## config.mk

```make
export PLATFORM = sky130hd
export DESIGN_NAME = psc_system_control
export DESIGN_NICKNAME = d
export VERILOG_FILES = /design/src/shared/psc_pkg.sv /design/src/hdl/psc_i2c_target.sv /design/src/hdl/psc_system_control.sv
export VERILOG_INCLUDE_DIRS = /design/src /design/src/shared
export SDC_FILE = /design/constraint.sdc
export NUM_CORES = 1
export LEC_CHECK = 0
export BUFFER_PORTS_ARGS = -buffer_cell sky130_fd_sc_hd__buf_4
export CORE_MARGIN = 1
export CORE_UTILIZATION = 35
export CTS_CLUSTER_DIAMETER = 60
export DETAILED_ROUTE_END_ITERATION = 16
export GPL_ROUTABILITY_DRIVEN = 0
export PLACE_DENSITY_LB_ADDON = 0.05
export SLEW_MARGIN = 10
export SYNTH_ARGS = -nofsm -noshare
export SYNTH_HDL_FRONTEND = slang
export SYNTH_SLANG_ARGS = --single-unit
```

## constraint.sdc

```tcl
create_clock -name clock -period 4.6 [get_ports clock]
set_clock_uncertainty 0.05 [all_clocks]
set_input_delay 0.69 -clock clock [delete_from_list [all_inputs] [get_ports clock]]
set_output_delay 0.69 -clock clock [all_outputs]
set_load 0.02 [all_outputs]
```

## src/shared/psc_cfg.svh

```systemverilog
/*
  Constants of the system-control block: serial target address, register
  offset and field positions, reset-timeout figures.
  Assumes inclusion by the package and the design modules of this block.
*/
`ifndef PSC_CFG_SVH
`define PSC_CFG_SVH
`define PSC_TARGET_ADDR 7'h5A
`define PSC_SYS_OFFSET 8'h06
`define PSC_BIT_STATUS 0
`define PSC_BIT_UNMASK 1
`define PSC_BIT_EXACT 4
`define PSC_SYS_RESET 8'h02
`define PSC_RESET_MS 260
`define PSC_CLOCK_KHZ 100000
`define PSC_RESET_CYCLES (`PSC_RESET_MS * `PSC_CLOCK_KHZ)
`define PSC_TIMER_BITS 28
`endif

```

## src/shared/psc_pkg.sv

```systemverilog
/*
  Types shared by the system-control block.
  Assumes psc_cfg.svh is on the include path.
*/
`include "psc_cfg.svh"
package psc_pkg;
  typedef enum logic [2:0] {
    PSC_IDLE,
    PSC_ADDR,
    PSC_ADDR_ACK,
    PSC_WR_BYTE,
    PSC_WR_ACK,
    PSC_RD_BYTE,
    PSC_RD_ACK
  } psc_link_state_t;
  typedef enum logic [1:0] {
    PSC_SYS_OFF,
    PSC_SYS_ON
  } psc_sys_state_t;
endpackage
```

## src/hdl/psc_i2c_target.sv

```systemverilog
/*
  Serial-link target: byte reads and writes of the register file.
  Assumes scl and sda inputs are already synchronised to clock.
*/
`timescale 1ns/100ps
`include "psc_cfg.svh"
module psc_i2c_target (
  input wire logic clock,
  input wire logic resetn,
  input wire logic scl_sync,
  input wire logic sda_sync,
  input wire logic [7:0] read_data,
  output logic sda_out,
  output logic sda_oe,
  output logic [7:0] reg_addr,
  output logic [7:0] write_data,
  output logic write_strobe,
  output logic read_strobe
);
  import psc_pkg::*;
  typedef struct packed {
    psc_link_state_t state;
    logic scl_q;
    logic sda_q;
    logic [7:0] shift;
    logic [3:0] count;
    logic is_read;
    logic have_addr;
    logic [7:0] addr;
    logic [7:0] wdata;
    logic wstb;
    logic rstb;
    logic drive_low;
  } psc_tgt_t;
  psc_tgt_t cur, next_cur;
  logic rise, fall, start_c, stop_c;

  // edges of the link clock and bus conditions
  assign rise = scl_sync & ~cur.scl_q;
  assign fall = ~scl_sync & cur.scl_q;
  assign start_c = scl_sync & cur.scl_q & cur.sda_q & ~sda_sync;
  assign stop_c = scl_sync & cur.scl_q & ~cur.sda_q & sda_sync;

  // only ever pulls sda, never clocks the bus: target role
  assign sda_out = 1'b0;
  assign sda_oe = cur.drive_low;
  assign reg_addr = cur.addr;
  assign write_data = cur.wdata;
  assign write_strobe = cur.wstb;
  assign read_strobe = cur.rstb;

  always_comb
  begin
    next_cur = cur;
    next_cur.scl_q = scl_sync;
    next_cur.sda_q = sda_sync;
    next_cur.wstb = 1'b0;
    next_cur.rstb = 1'b0;
    if (start_c)
    begin
      next_cur.state = PSC_ADDR;
      next_cur.count = 4'h0;
      next_cur.drive_low = 1'b0;
    end
    else if (stop_c)
    begin
      next_cur.state = PSC_IDLE;
      next_cur.drive_low = 1'b0;
    end
    else
    begin
      case (cur.state)
        PSC_IDLE: next_cur.drive_low = 1'b0;
        PSC_ADDR, PSC_WR_BYTE:
          if (rise)
          begin
            next_cur.shift = {cur.shift[6:0], sda_sync};
            next_cur.count = cur.count + 4'h1;
          end
          else if (fall && cur.count == 4'h8)
          begin
            next_cur.count = 4'h0;
            if (cur.state == PSC_ADDR)
            begin
              if (cur.shift[7:1] == `PSC_TARGET_ADDR)
              begin
                next_cur.is_read = cur.shift[0];
                next_cur.drive_low = 1'b1;
                next_cur.state = PSC_ADDR_ACK;
                if (cur.shift[0])
                  next_cur.rstb = 1'b1;
              end
              else
                next_cur.state = PSC_IDLE;
            end
            else
            begin
              if (!cur.have_addr)
                next_cur.addr = cur.shift;
              else
              begin
                next_cur.wdata = cur.shift;
                next_cur.wstb = 1'b1;
              end
              next_cur.have_addr = 1'b1;
              next_cur.drive_low = 1'b1;
              next_cur.state = PSC_WR_ACK;
            end
          end
        PSC_ADDR_ACK, PSC_WR_ACK:
          if (fall)
          begin
            next_cur.count = 4'h0;
            if (cur.state == PSC_ADDR_ACK && cur.is_read)
            begin
              next_cur.shift = read_data;
              next_cur.drive_low = ~read_data[7];
              next_cur.state = PSC_RD_BYTE;
            end
            else
            begin
              next_cur.drive_low = 1'b0;
              next_cur.have_addr = cur.state == PSC_WR_ACK;
              next_cur.state = PSC_WR_BYTE;
            end
          end
        PSC_RD_BYTE:
          if (fall)
          begin
            next_cur.count = cur.count + 4'h1;
            next_cur.shift = {cur.shift[6:0], 1'b0};
            if (cur.count == 4'h7)
            begin
              next_cur.drive_low = 1'b0;
              next_cur.state = PSC_RD_ACK;
            end
            else
              next_cur.drive_low = ~cur.shift[6];
          end
        PSC_RD_ACK:
          // the ninth clock ends the read, ack or nack alike; single-byte reads only
          if (rise)
            next_cur.state = PSC_IDLE;
        default: next_cur.state = PSC_IDLE;
      endcase
    end
  end

  always_ff @(posedge clock or negedge resetn)
  begin
    if (!resetn)
      cur <= '{state: PSC_IDLE, scl_q: 1'b1, sda_q: 1'b1, default: '0};
    else
      cur <= next_cur;
  end
endmodule // psc_i2c_target

```

## src/hdl/psc_system_control.sv

```systemverilog
/*
  System-control block: serial register access, push-button handling,
  reset output timer and shutdown on release of all channel enables.
  Assumes one 100 MHz clock; pins arrive asynchronous and are synchronised.
  The hard-press pin comes from a ground-detect stage outside this block.
*/
`timescale 1ns/100ps
`include "psc_cfg.svh"
// What this block does
// - answers only at 7-bit target address 1011010 plus direction bit.
// - never drives the serial clock nor starts a transaction.
// - supports single-byte register writes and reads.
// - bytes are eight bits, msb first, sampled on rising serial clock.
// - target acknowledges its address and every byte written to it.
// - button press sets status bit 0 of system register.
// - bit 1 unmasks button interrupts onto the interrupt output.
// - bits 3:2 and 7:5 read-only, writes ignored.
// - second press after power-up raises interrupt as shutdown request.
// - system stays enabled until all three channel enables drop.
// - resistor press means startup or shutdown, not reset.
// - direct-ground press holds reset low until release plus 260 ms.
// - reset low while first buck out of regulation, then 260 ms more.
// - interrupt low until host polls over the serial link.
module psc_system_control #(
  parameter int unsigned RESET_CYCLES = `PSC_RESET_CYCLES
) (
  input wire logic clock,
  input wire logic resetn,
  input wire logic scl,
  input wire logic sda_in,
  output logic sda_out,
  output logic sda_oe,
  input wire logic button_request_in_n,
  input wire logic button_hard_reset,
  input wire logic channel_enable_first,
  input wire logic channel_enable_second,
  input wire logic channel_enable_third,
  input wire logic first_buck_in_regulation,
  output logic system_reset_out_n,
  output logic host_interrupt_out_n,
  output logic system_enabled
);
  import psc_pkg::*;
  // reset timer word; wide enough for the full delay at the system clock
  typedef logic [`PSC_TIMER_BITS-1:0] psc_timer_t;
  localparam int unsigned TIMER_MAX = (32'h1 << `PSC_TIMER_BITS) - 32'h1;
  // last timer value before release; the timer stops there, never wraps
  localparam psc_timer_t TIMER_LAST = psc_timer_t'(RESET_CYCLES - 32'h1);
  // reset image of the system register, split into its stored fields
  localparam logic [7:0] SYS_RESET = `PSC_SYS_RESET;

  // refuse delays the timer cannot count: zero, or wider than the word
  if (RESET_CYCLES < 32'h1 || RESET_CYCLES > TIMER_MAX)
  begin : g_bad_reset_cycles
    $error("RESET_CYCLES out of range");
  end

  // whole state in one word: pin stages, register fields, sequencer
  typedef struct packed {
    logic [1:0] scl_s;
    logic [1:0] sda_s;
    logic [1:0] btn_s;
    logic [1:0] hard_s;
    logic [1:0] on_s;
    logic [1:0] reg_s;
    logic btn_q;
    logic status;
    logic unmask;
    logic exact;
    logic irq;
    logic powered;
    psc_sys_state_t system_pushbutton_control;
    psc_timer_t timer;
    logic rst_n;
  } psc_ctl_t;
  psc_ctl_t cur, next_cur;
  logic [7:0] reg_addr, write_data, read_data;
  logic write_strobe, read_strobe;
  logic pressed, any_on, hard_hold;
  logic press_edge, reset_hold;

  // link target; its inputs are already through two stages here
  // sda comes back through the pin, so the target also sees its own pull
  psc_i2c_target u_target (
    .clock(clock),
    .resetn(resetn),
    .scl_sync(cur.scl_s[1]),
    .sda_sync(cur.sda_s[1]),
    .read_data(read_data),
    .sda_out(sda_out),
    .sda_oe(sda_oe),
    .reg_addr(reg_addr),
    .write_data(write_data),
    .write_strobe(write_strobe),
    .read_strobe(read_strobe)
  );

  // synchronised pin levels
  assign pressed = cur.btn_s[1];
  assign any_on = cur.on_s[1];
  assign hard_hold = cur.hard_s[1];
  // resistor press edge; the hard-press pin must settle no later than the
  // button, or a direct-ground press is taken for one resistor press
  assign press_edge = pressed && !cur.btn_q && !hard_hold;
  // any cause that must keep the reset output low
  assign reset_hold = (hard_hold && pressed) || !cur.reg_s[1];

  // unknown addresses read zero; upper read-only bits read zero
  // read-only bits carry no state of their own, so zero costs nothing
  // the target latches this word on the address ack, one byte per read
  always_comb
  begin
    read_data = 8'h00;
    if (reg_addr == `PSC_SYS_OFFSET)
    begin
      read_data[`PSC_BIT_STATUS] = cur.status;
      read_data[`PSC_BIT_UNMASK] = cur.unmask;
      read_data[`PSC_BIT_EXACT] = cur.exact;
    end
  end

  // outputs straight from flops, so no glitch reaches the pins
  assign system_reset_out_n = cur.rst_n;
  assign host_interrupt_out_n = ~cur.irq;
  assign system_enabled = cur.system_pushbutton_control == PSC_SYS_ON;

  // next state: two stages on every pin before any logic reads it;
  // the enables are or-ed ahead of the stages since only any-on matters
  always_comb
  begin
    next_cur = cur;
    next_cur.scl_s = {cur.scl_s[0], scl};
    next_cur.sda_s = {cur.sda_s[0], sda_in};
    next_cur.btn_s = {cur.btn_s[0], ~button_request_in_n};
    next_cur.hard_s = {cur.hard_s[0], button_hard_reset};
    next_cur.on_s = {cur.on_s[0],
      channel_enable_first | channel_enable_second | channel_enable_third};
    next_cur.reg_s = {cur.reg_s[0], first_buck_in_regulation};
    next_cur.btn_q = pressed;

    // register writes: bits 3:2 and 7:5 never stored
    // bit 4 is stored as written; keeping it at its fixed value is the host's
    if (write_strobe && reg_addr == `PSC_SYS_OFFSET)
    begin
      next_cur.unmask = write_data[`PSC_BIT_UNMASK];
      next_cur.exact = write_data[`PSC_BIT_EXACT];
      next_cur.status = write_data[`PSC_BIT_STATUS];
    end
    // a host read is the poll that releases the interrupt; any register
    // read counts, whatever address the host named
    if (read_strobe)
      next_cur.irq = 1'b0;

    // press wins over a same-cycle clear or status write; raises the
    // interrupt from off (startup) or after power-up (shutdown request)
    if (press_edge)
    begin
      next_cur.status = 1'b1;
      if (cur.unmask && (cur.powered || cur.system_pushbutton_control == PSC_SYS_OFF))
        next_cur.irq = 1'b1;
    end

    // system state follows the channel enables; before any enable is seen,
    // letting go of the button powers down again, guarding against a tap;
    // once one is seen, only the last enable dropping ends the on state
    case (cur.system_pushbutton_control)
      PSC_SYS_OFF:
      begin
        if (pressed && !hard_hold)
          next_cur.system_pushbutton_control = PSC_SYS_ON;
      end
      PSC_SYS_ON:
      begin
        if (any_on)
          next_cur.powered = 1'b1;
        else if (cur.powered || !pressed)
        begin
          next_cur.system_pushbutton_control = PSC_SYS_OFF;
          next_cur.powered = 1'b0;
        end
      end
      default: next_cur.system_pushbutton_control = PSC_SYS_OFF;
    endcase

    // reset output timer; restarts while any hold cause stands, so a
    // bounce on release lengthens the delay rather than cutting it short;
    // runs on the system clock, so its count must follow that clock
    if (reset_hold)
    begin
      next_cur.rst_n = 1'b0;
      next_cur.timer = '0;
    end
    else if (!cur.rst_n)
    begin
      if (cur.timer >= TIMER_LAST)
        next_cur.rst_n = 1'b1;
      else
        next_cur.timer = cur.timer + psc_timer_t'(1);
    end
  end

  always_ff @(posedge clock or negedge resetn)
  begin
    if (!resetn)
    begin
      // serial pins idle high; register fields take their reset image
      cur <= '{scl_s: 2'h3, sda_s: 2'h3,
        status: SYS_RESET[`PSC_BIT_STATUS],
        unmask: SYS_RESET[`PSC_BIT_UNMASK],
        exact: SYS_RESET[`PSC_BIT_EXACT],
        system_pushbutton_control: PSC_SYS_OFF,
        default: '0};
    end
    else
      cur <= next_cur;
  end
endmodule // psc_system_control

```

* After elaboration in Yosys (flattened, before gate mapping) *
Cells that the tools add are included.

operators by class
  equality and inequality tests = 36
  multiplexer cells = 66
  bitwise logic cells = 21
  reductions and logical operators = 36
  $add $sub $neg = 2
  magnitude comparators = 1

operator list
  operator                                                                 number
  29-bit two-way mux                                                       2
  18-bit two-way mux                                                       2
  3-bit two-way mux                                                        12
  12-bit case mux with 3 select lines                                      1
  7-bit AND reduction                                                      5
  28-bit by 1-bit adder with 28-bit output, second input constant          1
  28-bit by 25-bit >= comparator with 1-bit output, second input constant  1
  28-bit two-way mux                                                       1
  25-bit two-way mux                                                       1
  12-bit two-way mux                                                       2
  2-bit two-way mux                                                        12
  24-bit two-way mux                                                       1
  8-bit two-way mux                                                        3
  4-bit by 1-bit inequality test with 1-bit output, second input constant  6
  1-bit two-way mux                                                        21
  21-bit two-way mux                                                       1
  2-bit by 1-bit inequality test with 1-bit output, second input constant  9
  3-bit case mux with 5 select lines                                       1
  1-bit inverter                                                           12
  2-bit inequality test, second input constant                             5
  3-bit == test, second input constant                                     3
  9-bit two-way mux                                                        1
  3-bit by 1-bit inequality test with 1-bit output, second input constant  3
  8-bit by 3-bit == test with 1-bit output, second input constant          1
  other kinds (30)                                                         55

storage, ports and cells
  output and inout bits = 5
  register bits = 87
  logic and storage cells = 189

* Logic depth before layout (Yosys ltp) *
Gate-level depths: netlist (run 1).

  depth after elaboration = 14
  depth in mapped cells = 9
  depth with buffers taken out = 7

* Modules after synthesis *
A second synthesis (run 1) with hierarchy kept.

unflattened totals
  cell total of the unflattened synthesis = 431
  area total of the unflattened synthesis = 4471.8 um^2

by module, submodules not included
  module              cells an instance  seq. area each (um^2)  times used  area each (um^2)
  psc_system_control  225                1207.4                 1           2289.7
  psc_i2c_target      206                953.4                  1           2182.1

* Least setup slack after synthesis (run 1) *
Ideal clock, no wire load.

  kind = register to register
  start point = register cur[1] in the netlist's numbering
  end point = register cur[11] in the netlist's numbering
  cell stages (with the launch flop) = 9
  data required time = 4468 ps
  arrival = 2100 ps
  setup slack = 2368 ps
  period minus slack after synthesis = 2232 ps
  setup time = 82 ps
  cell sequence = dfrtp_1 ha_1 and4_1 clkbuf_1 a311oi_1 o31ai_1 clkbuf_1 or4_1 a31oi_1

on the way
  longest elaborated chain between the ends = 4
  elaborated cells on any way between the ends = 7
  classes of those cells = add/sub: 1; order compare: 1; eq/ne: 1; mux: 3; reduce/logical: 1

RTL lines
  item                                      RTL line                   RTL
  from (decl)                               psc_system_control.sv:76   psc_ctl_t cur, next_cur;
  from (signal assigned)                    psc_system_control.sv:207  cur <= '{scl_s: 2'h3, sda_s: 2'h3,
  from (signal assigned)                    psc_system_control.sv:215  cur <= next_cur;
  28-bit by 1-bit adder with 28-bit output  psc_system_control.sv:198  next_cur.timer = cur.timer + psc_timer_t'(1);
  28-bit two-way mux                        psc_system_control.sv:195  if (cur.timer >= TIMER_LAST)
  29-bit two-way mux                        psc_system_control.sv:193  else if (!cur.rst_n)
  29-bit two-way mux                        psc_system_control.sv:188  if (reset_hold)

Several ways; a longest one is shown, not always the timed one. The select of a mux whose other input is x is not followed.
A chain may end at the register's enable or synchronous reset.

* Worst setup path in the final report (run 1) *
  start point = register cur[1] in the netlist's numbering
  end point = register cur[24] in the netlist's numbering

The elaborated chain is that of the path after synthesis.

==> impl_metrics.tcl, run 1 <==
set metrics [dict create \
    p_clk_share_pct 41.3 \
    grtUsageTotal_pct 17.25 \
    ir_drop_mv 0.2588 \
    hold_class "in -> async" \
    first_pass_iters 4 \
    crit_type "reg -> reg" \
    dieHeight_um 109.5 \
    syn_inst 424 \
    p_leak_uw 0.001842 \
    finalNetCount 442 \
    arrival_ps 3000 \
    die_x_um 109.5 \
    rsz0062_at_grt "no" \
    cts_root_buf "clkbuf_16" \
    regArea_sq_um 2036 \
    endpoint_kind "register" \
    pwr-share-comb_pct 9.7 \
    timing.final.max_slew_violations 0 \
    grt_max_degree 45 \
    syn_to_final_growth_pct 12.49 \
    avgSynthCellArea_sq_um 9.546 \
    met3_usage_pct 3.972 \
    hpwl_mm 6.152 \
    fillers 1088 \
    p_per_area_nw_per_um2 379.1 \
    pre_cts_ws_ps 1798 \
    drive_above_1_share_pct 13.59 \
    grt_pass1_vias 3062 \
    grt_use_met1_pct 24.21 \
    die_area_sq_um 12000 \
    ys_seq_area_share_pct 50.29 \
    fin_crit_sh_pct 61.00 \
    tightest_slew_ps 1033 \
    required_ps 4800 \
    num_rows 38 \
    cts_tree "built" \
    antenna_found_initial 0 \
    synth-seq-cells 81 \
    postCtsHoldBufs 0 \
    syn-num-nets 437 \
    synth-edff-count 0 \
    initial_core_util_pct 36.69 \
    global_route.peak_usage_layer "met2" \
    io_pins 15 \
    status "completed" \
    path_max_fanout 25 \
    via_per_inst 5.568 \
    drc 0 \
    wirelength_mm 9.117 \
    crit_path_start_kind "register" \
    p_int_uw 1265 \
    switching_share_pct 26.71 \
    gr-usage-met2_pct 25.34 \
    io_buffers 13 \
    vias 3196 \
    yosysWarnings 0 \
    path_clk_slew_ps 60 \
    path_cells "ha_1, and4_1, a311oi_1, o31ai_4, buf_4, or4b_1, a31oi_1" \
    setup_ws_ps 1794 \
    cts.sink_count 81 \
    cts_buffers 9 \
    p_sw_uw 461.1 \
    wl_per_cell_um 15.88 \
    synth.area.top_cells "dfrtp_1 (46%), nand3_1 (5.6%), dfstp_2 (4.5%), mux2_2 (4.2%), nand2_1 (3.8%)" \
    setup_viol 0 \
    drt_iter0_markers 176 \
    syn_area_sq_um 4048 \
    post-cts-setup-buffers 0 \
    max_slew_margin_pct 30.70 \
    p_seq_share_pct 49.0 \
    fmax_mhz 356.4 \
    final_hold_viol_count 0 \
    grt_pass1_wl_mm 15.57 \
    grt.overflow.total 0 \
    clockBufferDepth 2 \
    multiInputGateArea_sq_um 1878 \
    yosysTopAreaCellShare_pct 45.75 \
    ctsResizeCount 0 \
    cpMaxStageDelayCell "a311oi_1" \
    period_needed_ps 2806 \
    ys.flop_type "dfrtp_1" \
    max_stage_delay_ps 550 \
    ctsHtreeMaxLevel 3 \
    ant_nets 0 \
    synth_cell_type_count 61 \
    drv_cap 0 \
    setup-tns-final_ps 0 \
    clkLatencyLatePin_ps 340 \
    yosysTopAreaCell "dfrtp_1" \
    async_flop_share_pct 100.0 \
    antenna_cells 0 \
    core_area_sq_um 11030 \
]
## synthesized netlist by cell type, drive strengths merged, types with 4 or more instances
library cell / n
and4: 4
clkbuf: 16
and3: 6
a21oi: 21
a31oi: 8
dfstp: 7
nand4: 10
nor4: 5
o21ai: 26
nor2b: 8
mux2: 15
nor3: 10
and2: 5
mux2i: 4
dfrtp: 74
nand3: 45
nand2: 41
buf: 5
nor2: 23
inv: 16
or3: 12
nand2b: 4
or4: 10
## state kept, by name, indices dropped and copies added (netlist names)
name / count
any_on: 1
cur: 46
system_reset_out_n: 1
u_target.cur: 19
u_target.read_strobe: 1
u_target.reg_addr: 8
u_target.sda_oe: 1
u_target.write_data: 3
u_target.write_strobe: 1
## layout by cell type (no fill, tap or decap), drive strengths merged, types with 10 or more instances in the layout
master   n
dfrtp   74
nand3   45
nand2   41
o21ai   26
nor2    23
a21oi   21
inv     16
mux2    15
buf     15
or3     12
clkbuf  11
nand4   10
nor3    10
or4     10
## routing by layer
layer	vias up	share of wire [%]	wire [um]
met5	-	0	0
met4	0	1.9	175
met3	14	3.3	298
met2	41	44	4039
met1	1570	50	4604
li1	1571	-	-
## critical path: cells and delay by family, from the launching register on
kind	cells	cell delay, ps
flops	1	410
fa+ha+maj	1	240
simple gates	2	760
compound gates	3	970
buf+inv	1	270
## area by class of cell
class | instances | share of cell area [%]
Tap cell | 140 | 3.847
Clock buffer | 11 | 5.111
Inverter | 16 | 1.319
Timing Repair Buffer | 15 | 2.473
Clock inverter | 5 | 1.292
Multi-Input combinational cell | 306 | 41.25
Sequential cell | 81 | 44.71
## logic make-up (layout without fill, tap and decap cells)
family | count (synthesis) | after routing | share of synthesized area [%]
AND/OR/NAND/NOR | 196 | 196 | 26.28
AO/OA/AOI/OAI | 85 | 85 | 13.17
flip-flops | 81 | 81 | 50.29
buffers and inverters | 37 | 47 | 3.647
multiplexers | 19 | 19 | 5.162
adder cells (fa/ha/maj) | 3 | 3 | 0.9275
XOR/XNOR | 2 | 2 | 0.4328
other | 1 | 1 | 0.09265
## per-stage QoR
stage	power (uW)	cells	utilization, %	hold WS [ps]	area, sq um
after floorplan	953.0	424	-	281.2	4048
after global placement	1028	558	38.63	283.5	4262
after detailed placement	1030	558	38.63	287.3	4262
after CTS	1756	574	41.28	294.4	4553
after global routing	1813	574	41.28	302.6	4553
final	1726	574	41.28	277.6	4553
## power groups by stage
stage / Combinational (uW) / Clock [uW] / Sequential [uW]
finish: 168 / 712 / 846
global route: 194 / 759 / 860
CTS: 170 / 737 / 849
detailed placement: 169 / 0 / 862
global placement: 168 / 0 / 861
floorplan: 118 / 0 / 835
## worst paths after layout
| path | startpoint | end | slack [ps] | depth (start not counted) |
|---|---|---|---|---|
| max in group asynchronous | resetn | u_target.cur[33]$_DFF_PN1_ | 3290 | 2 |
| min | resetn | u_target.cur[37]$_DFFE_PN0P_ | 280 | 1 |
| min in group clock | cur[37]$_DFF_PN0_ | cur[38]$_DFF_PN0_ | 300 | 0 |
| max | cur[1]$_DFFE_PN0P_ | cur[24]$_DFFE_PN0P_ | 1790 | 7 |
| max reg2reg | cur[1]$_DFFE_PN0P_ | cur[24]$_DFFE_PN0P_ | 1790 | 7 |
| min reg2reg | cur[37]$_DFF_PN0_ | cur[38]$_DFF_PN0_ | 300 | 0 |
(Power assumes the default switching activity.)
==> run 2: changes to the inputs <==
==> constraint.sdc (replaced) <==
create_clock -name clock -period 2.42 [get_ports clock]
set_clock_uncertainty 0.05 [all_clocks]
set_input_delay 0.363 -clock clock [delete_from_list [all_inputs] [get_ports clock]]
set_output_delay 0.363 -clock clock [all_outputs]
set_load 0.02 [all_outputs]
==> impl_metrics.tcl, run 2 (synthesis gave the netlist of run 1 again) <==
set metrics [dict create \
    status "completed" \
    fmax_mhz 433.9 \
    pwr-share-comb_pct 11.1 \
    num_rows 38 \
    setup_viol 0 \
    drive_above_1_share_pct 21.02 \
    worstHoldStart "sda_in" \
    drv_cap 0 \
    wirelength_mm 9.857 \
    fin_crit_sh_pct 95.24 \
    path_max_fanout 7 \
    grt.overflow.total 0 \
    cts_buffers 9 \
    crit_path_start_kind "register" \
    clkLatencyLatePin_ps 340 \
    timing.final.max_slew_violations 0 \
    final_hold_viol_count 0 \
    p_sw_uw 906.1 \
    setup-tns-final_ps 0 \
    path_cells "nand4_1, or4_4, or3_4, or4b_1, a31oi_1" \
    cpMaxStageDelayCell "or4_4" \
    drt_iter0_markers 206 \
    rsz0062_at_grt "no" \
    first_pass_iters 4 \
    final_common_cell "dfrtp_1" \
    wl_per_cell_um 16.13 \
    initial_core_util_pct 36.69 \
    ctsHtreeMaxLevel 3 \
    syn_to_final_growth_pct 19.91 \
    cts.sink_count 81 \
    core_area_sq_um 11030 \
    antenna_cells 0 \
    grt_pass1_wl_mm 17.01 \
    mostFrequentLayoutCells "dfrtp_1 (74), buf_4 (50), nand3_1 (45), nand2_1 (41), o21ai_0 (25)" \
    p_leak_uw 0.002040 \
    p_per_area_nw_per_um2 678.3 \
    hold_class "in -> reg" \
    ir_drop_mv 0.3401 \
    path_clk_slew_ps 60 \
    cp_num_buf_inv 0 \
    max_slew_margin_pct 43.95 \
    grt_pass1_vias 3321 \
    period_needed_ps 2305 \
    die_x_um 109.5 \
    p_clk_share_pct 40.3 \
    required_ps 2630 \
    dieHeight_um 109.5 \
    endpoint_kind "register" \
    vias 3349 \
    largest_register_ffs 46 \
    cts_root_buf "clkbuf_16" \
    path_delay_family "simple AND/OR/NAND/NOR gates" \
    largest_register "cur" \
    io_buffers 13 \
    clockBufferDepth 2 \
    arrival_ps 2520 \
    die_area_sq_um 12000 \
    r2r_start "cur[9]$_DFFE_PN0P_" \
    cts_tree "built" \
    critPathLaunch "cur[9]$_DFFE_PN0P_" \
    max_stage_delay_ps 580 \
    via_per_inst 5.481 \
    drc 0 \
    p_seq_share_pct 48.6 \
    io_pins 15 \
    antenna_found_initial 0 \
    hpwl_mm 6.861 \
    crit_type "reg -> reg" \
    tightest_slew_ps 840.7 \
    fin_hold_ws_ps 68.71 \
    switching_share_pct 27.52 \
    ant_nets 0 \
    grt_max_degree 41 \
    grtUsageTotal_pct 18.83 \
    finalNetCount 479 \
    p_int_uw 2386 \
]
run 2: area by class of cell:
cell class,instances,area [sq um]
fillers,1064,6177
flip-flops and latches,81,2036
multi-input cells,306,1887
repair buffers,52,405.4
clock buffers,11,252.7
well taps,140,175.2
inverters,16,60.06
clock inverters,5,37.54
run 2: worst register-to-register path, stage by stage (launching register included):
cell	delay, ps
dfrtp_1	440
nand4_1	160
or4_4	580
or3_4	360
or4b_1	470
a31oi_1	160
run 2: timing repair:
item                                   CTS  global route
hold buffers                             1             0
setup endpoints to repair                2            16
endpoints found under the hold margin   22             0
resized for setup                        1             1
pin swaps                                0             3
setup buffers                            0             5
run 2: power groups by stage:
stage / clock [uW] / combinational [uW] / sequential [uW]
final: 1330 / 366 / 1600
after global routing: 1430 / 419 / 1620
after CTS: 1370 / 369 / 1600
after detailed placement: 0 / 365 / 1620
after global placement: 0 / 362 / 1620
after floorplan: 0 / 225 / 1590
run 2: path summary, 6_finish.rpt:
check	endpoint	slack, ps	cells past startpoint
worst max-delay path	cur[24]$_DFFE_PN0P_	120	5
min in group asynchronous	u_target.cur[20]$_DFFE_PN0P_	500	2
max in group asynchronous	cur[34]$_DFFE_PN1P_	1170	3
worst min register to register	cur[44]$_DFF_PN0_	300	0
worst min-delay path	cur[45]$_DFF_PN1_	70	1
worst max register to register	cur[24]$_DFFE_PN0P_	120	5
run 2: stage by stage:
step / instance area (sq um) / power (uW) / instances / util [%] / worst slack, ps
2_1_floorplan: 4048 / 1812 / 424 / - / 187.7
3_3_place_gp: 4507 / 1984 / 589 / 40.86 / 74.54
3_5_place_dp: 4507 / 1989 / 589 / 40.86 / 23.43
4_1_cts: 4813 / 3342 / 606 / 43.64 / 110.5
5_1_grt: 4853 / 3471 / 611 / 44.00 / 0.9885
6_report: 4853 / 3292 / 611 / 44.00 / 115.2
run 2: layer usage:
metal / vias to the layer above / global-route usage [%] / wire (um)
li1: 1649 / - / -
met1: 1651 / 26.23 / 4920
met2: 39 / 28.93 / 4516
met3: 10 / 2.845 / 256
met4: 0 / 8.476 / 164
met5: - / 0 / 0
==> run 3: changes to the inputs <==
--- a/config.mk
+++ b/config.mk
@@ -6,6 +6,7 @@
 export SDC_FILE = /design/constraint.sdc
 export NUM_CORES = 1
 export LEC_CHECK = 0
+export ABC_AREA = 1
 export BUFFER_PORTS_ARGS = -buffer_cell sky130_fd_sc_hd__buf_4
 export CORE_MARGIN = 1
 export CORE_UTILIZATION = 35
==> impl_metrics.tcl, run 3 <==
set metrics [dict create \
    antenna_cells 0 \
    path_clk_slew_ps 60 \
    pwr-share-comb_pct 9.9 \
    path_cells "inv_1, nor2_1, nand4_1, inv_1, nand2_1, o21ai_0, inv_1" \
    grt.overflow.total 0 \
    yosysTopAreaCellShare_pct 41.86 \
    mostFrequentLayoutCells "nand2_1 (205), nor2_1 (88), dfrtp_1 (74), inv_1 (72), nand3_1 (55)" \
    clockBufferDepth 2 \
    synth-edff-count 0 \
    p_per_area_nw_per_um2 630.6 \
    cts.sink_count 81 \
    crit_type "reg -> reg" \
    p_int_uw 2336 \
    p_clk_share_pct 42.5 \
    rrSetupSlack_ps 380 \
    status "completed" \
    wl_per_cell_um 12.62 \
    max_stage_delay_ps 520 \
    ant_nets 0 \
    wirelength_mm 10.16 \
    drive_above_1_share_pct 9.576 \
    crit_path_start_kind "register" \
    min_to "cur[47]$_DFF_PN1_" \
    synth-seq-cells 81 \
    largest_register_ffs 46 \
    grt_max_degree 55 \
    drv_cap 0 \
    setup-tns-final_ps 0 \
    finalNetCount 645 \
    required_ps 2590 \
    postLayoutCellArea_sq_um 4995 \
    yosysWarnings 0 \
    grtUsageTotal_pct 17.44 \
    syn-num-nets 628 \
    fillers 1281 \
    syn_inst 615 \
    ys.flop_type "dfrtp_1" \
    p_sw_uw 813.3 \
    endpoint_kind "register" \
    place_area_sq_um 4696 \
    fin_hold_ws_ps 78.89 \
    synth_cell_type_count 36 \
    fin_crit_sh_pct 84.29 \
    initial_core_util_pct 36.38 \
    die_x_um 114.4 \
    reg2reg_depth 7 \
    synth_common_cells "nand2_1 (205), nor2_1 (88), dfrtp_1 (74)" \
    drc 0 \
    hpwl_mm 7.229 \
    num_rows 40 \
    critPathLaunch "u_target.cur[34]$_DFF_PN1_" \
    crit_top_cell "inv_1" \
    antenna_found_initial 0 \
    fmax_mhz 490.2 \
    avgSynthCellArea_sq_um 7.194 \
    largest_register "cur" \
    cts_tree "built" \
    period_needed_ps 2040 \
    grt_pass1_vias 3614 \
    ctsHtreeMaxLevel 3 \
    p_leak_uw 0.002519 \
    io_pins 15 \
    final_hold_viol_count 0 \
    tightest_slew_ps 632.2 \
    via_per_inst 4.686 \
    ys_seq_area_share_pct 46.01 \
    cts_root_buf "clkbuf_16" \
    synth.most_common_cell "nand2_1" \
    path_delay_family "simple AND/OR/NAND/NOR gates" \
    yosysTopAreaCell "dfrtp_1" \
    cts_buffers 9 \
    dp.cells 788 \
    r2r_start "u_target.cur[34]$_DFF_PN1_" \
    async_flop_share_pct 100.0 \
    die_area_sq_um 13090 \
    min_delay_path_depth 1 \
    io_buffers 13 \
    core_area_sq_um 12160 \
    ir_drop_mv 0.3410 \
    arrival_ps 2210 \
    switching_share_pct 25.82 \
    dieHeight_um 114.4 \
    path_depth 7 \
    first_pass_iters 7 \
    setup_viol 0 \
    hold_class "in -> reg" \
    instances_no_fill 805 \
    vias 3772 \
    rsz0062_at_grt "no" \
    p_seq_share_pct 47.6 \
    clkLatencyLatePin_ps 340 \
    grt_pass1_wl_mm 17.71 \
    synth.area.top_cells "dfrtp_1 (42%), nand2_1 (17%), nor2_1 (7.5%), nand3_1 (6.2%), inv_1 (6.1%)" \
    path_max_fanout 14 \
    cpMaxStageDelayCell "dfstp_2" \
    timing.final.max_slew_violations 0 \
    drt_iter0_markers 236 \
    power_uw 3150 \
    final_common_cell "nand2_1" \
    syn_to_final_growth_pct 12.90 \
    syn_area_sq_um 4424 \
    worstHoldStart "scl" \
    max_slew_margin_pct 57.41 \
    cp_num_buf_inv 3 \
    post-cts-setup-buffers 0 \
    regToRegEndpoint "u_target.reg_addr[4]$_DFFE_PN0P_" \
]
==> run 3: cell types whose count changed in the layout (fill, tap and decap cells not counted), moves of 8 or more <==
cell     delta
nand2_1   +164
nor2_1     +65
nand3_1    +10
buf_4      -34
a31oi_1     -8
a21oi_1     -8
mux2_2     -15
inv_1      +56
nor2b_1     -8
or4_1       -9
or3_1      -10
==> run 3: what timing repair did <==
item	4_1_cts	5_1_grt
endpoints found under the setup margin	0	0
gates resized for setup	0	0
endpoints found under the hold margin	25	0
hold buffers	1	0
==> run 3: per-layer routing <==
layer,track usage (%),wire length [um],share of wire [%]
met2,24.20,3989,39
met4,6.753,133,1.3
met5,0,0,0
met3,2.647,306,3.0
met1,26.93,5731,56
==> run 3: how the worst max path moves through the flow <==
stage	endpoint	slack, ps
6_report	u_target.reg_addr[4]$_DFFE_PN0P_	380
5_1_grt	u_target.reg_addr[4]$_DFFE_PN0P_	90
4_1_cts	u_target.cur[32]$_DFFE_PN0P_	350
3_5_place_dp	u_target.cur[32]$_DFFE_PN0P_	370
3_3_place_gp	u_target.reg_addr[3]$_DFFE_PN0P_	380
2_1_floorplan	u_target.reg_addr[0]$_DFFE_PN0P_	770
==> run 3: area by class of cell <==
cell class                      instances  area, sq um  area share (%)
Timing Repair Buffer                   18        150.1           3.006
Clock buffer                           11        232.7           4.659
Clock inverter                          5        56.30           1.127
Inverter                               77        289.0           5.787
Multi-Input combinational cell        445         2021           40.46
Tap cell                              168        210.2           4.208
Sequential cell                        81         2036           40.76
==> run 3: kinds of logic after synthesis <==
group	synth area share [%]
simple gates	36.03
flops	46.01
fa+ha+maj	0.8485
xor+xnor	1.386
mux	0.4525
buf+inv	8.315
compound gates	6.872
other cells	0.08476
==> run 3: power groups by stage <==
stage          sequential [uW]  clock, uW  combinational (uW)
2_1_floorplan             1510          0                 205
3_3_place_gp              1520          0                 311
3_5_place_dp              1520          0                 314
4_1_cts                   1500       1390                 318
5_1_grt                   1510       1460                 368
6_report                  1500       1340                 312
==> run 3: through the flow <==
stage | worst slack (ps) | utilization [%]
2_1_floorplan | 771.4 | -
3_3_place_gp | 383.3 | 38.61
3_5_place_dp | 368.6 | 38.61
4_1_cts | 349.6 | 41.07
5_1_grt | 93.22 | 41.07
6_report | 380.1 | 41.07
==> run 3: worst register-to-register path: stages, from the launching register on <==
cell	delay, ps
dfstp_2	520
inv_1	40
nor2_1	200
nand4_1	280
inv_1	200
nand2_1	310
o21ai_0	270
inv_1	60
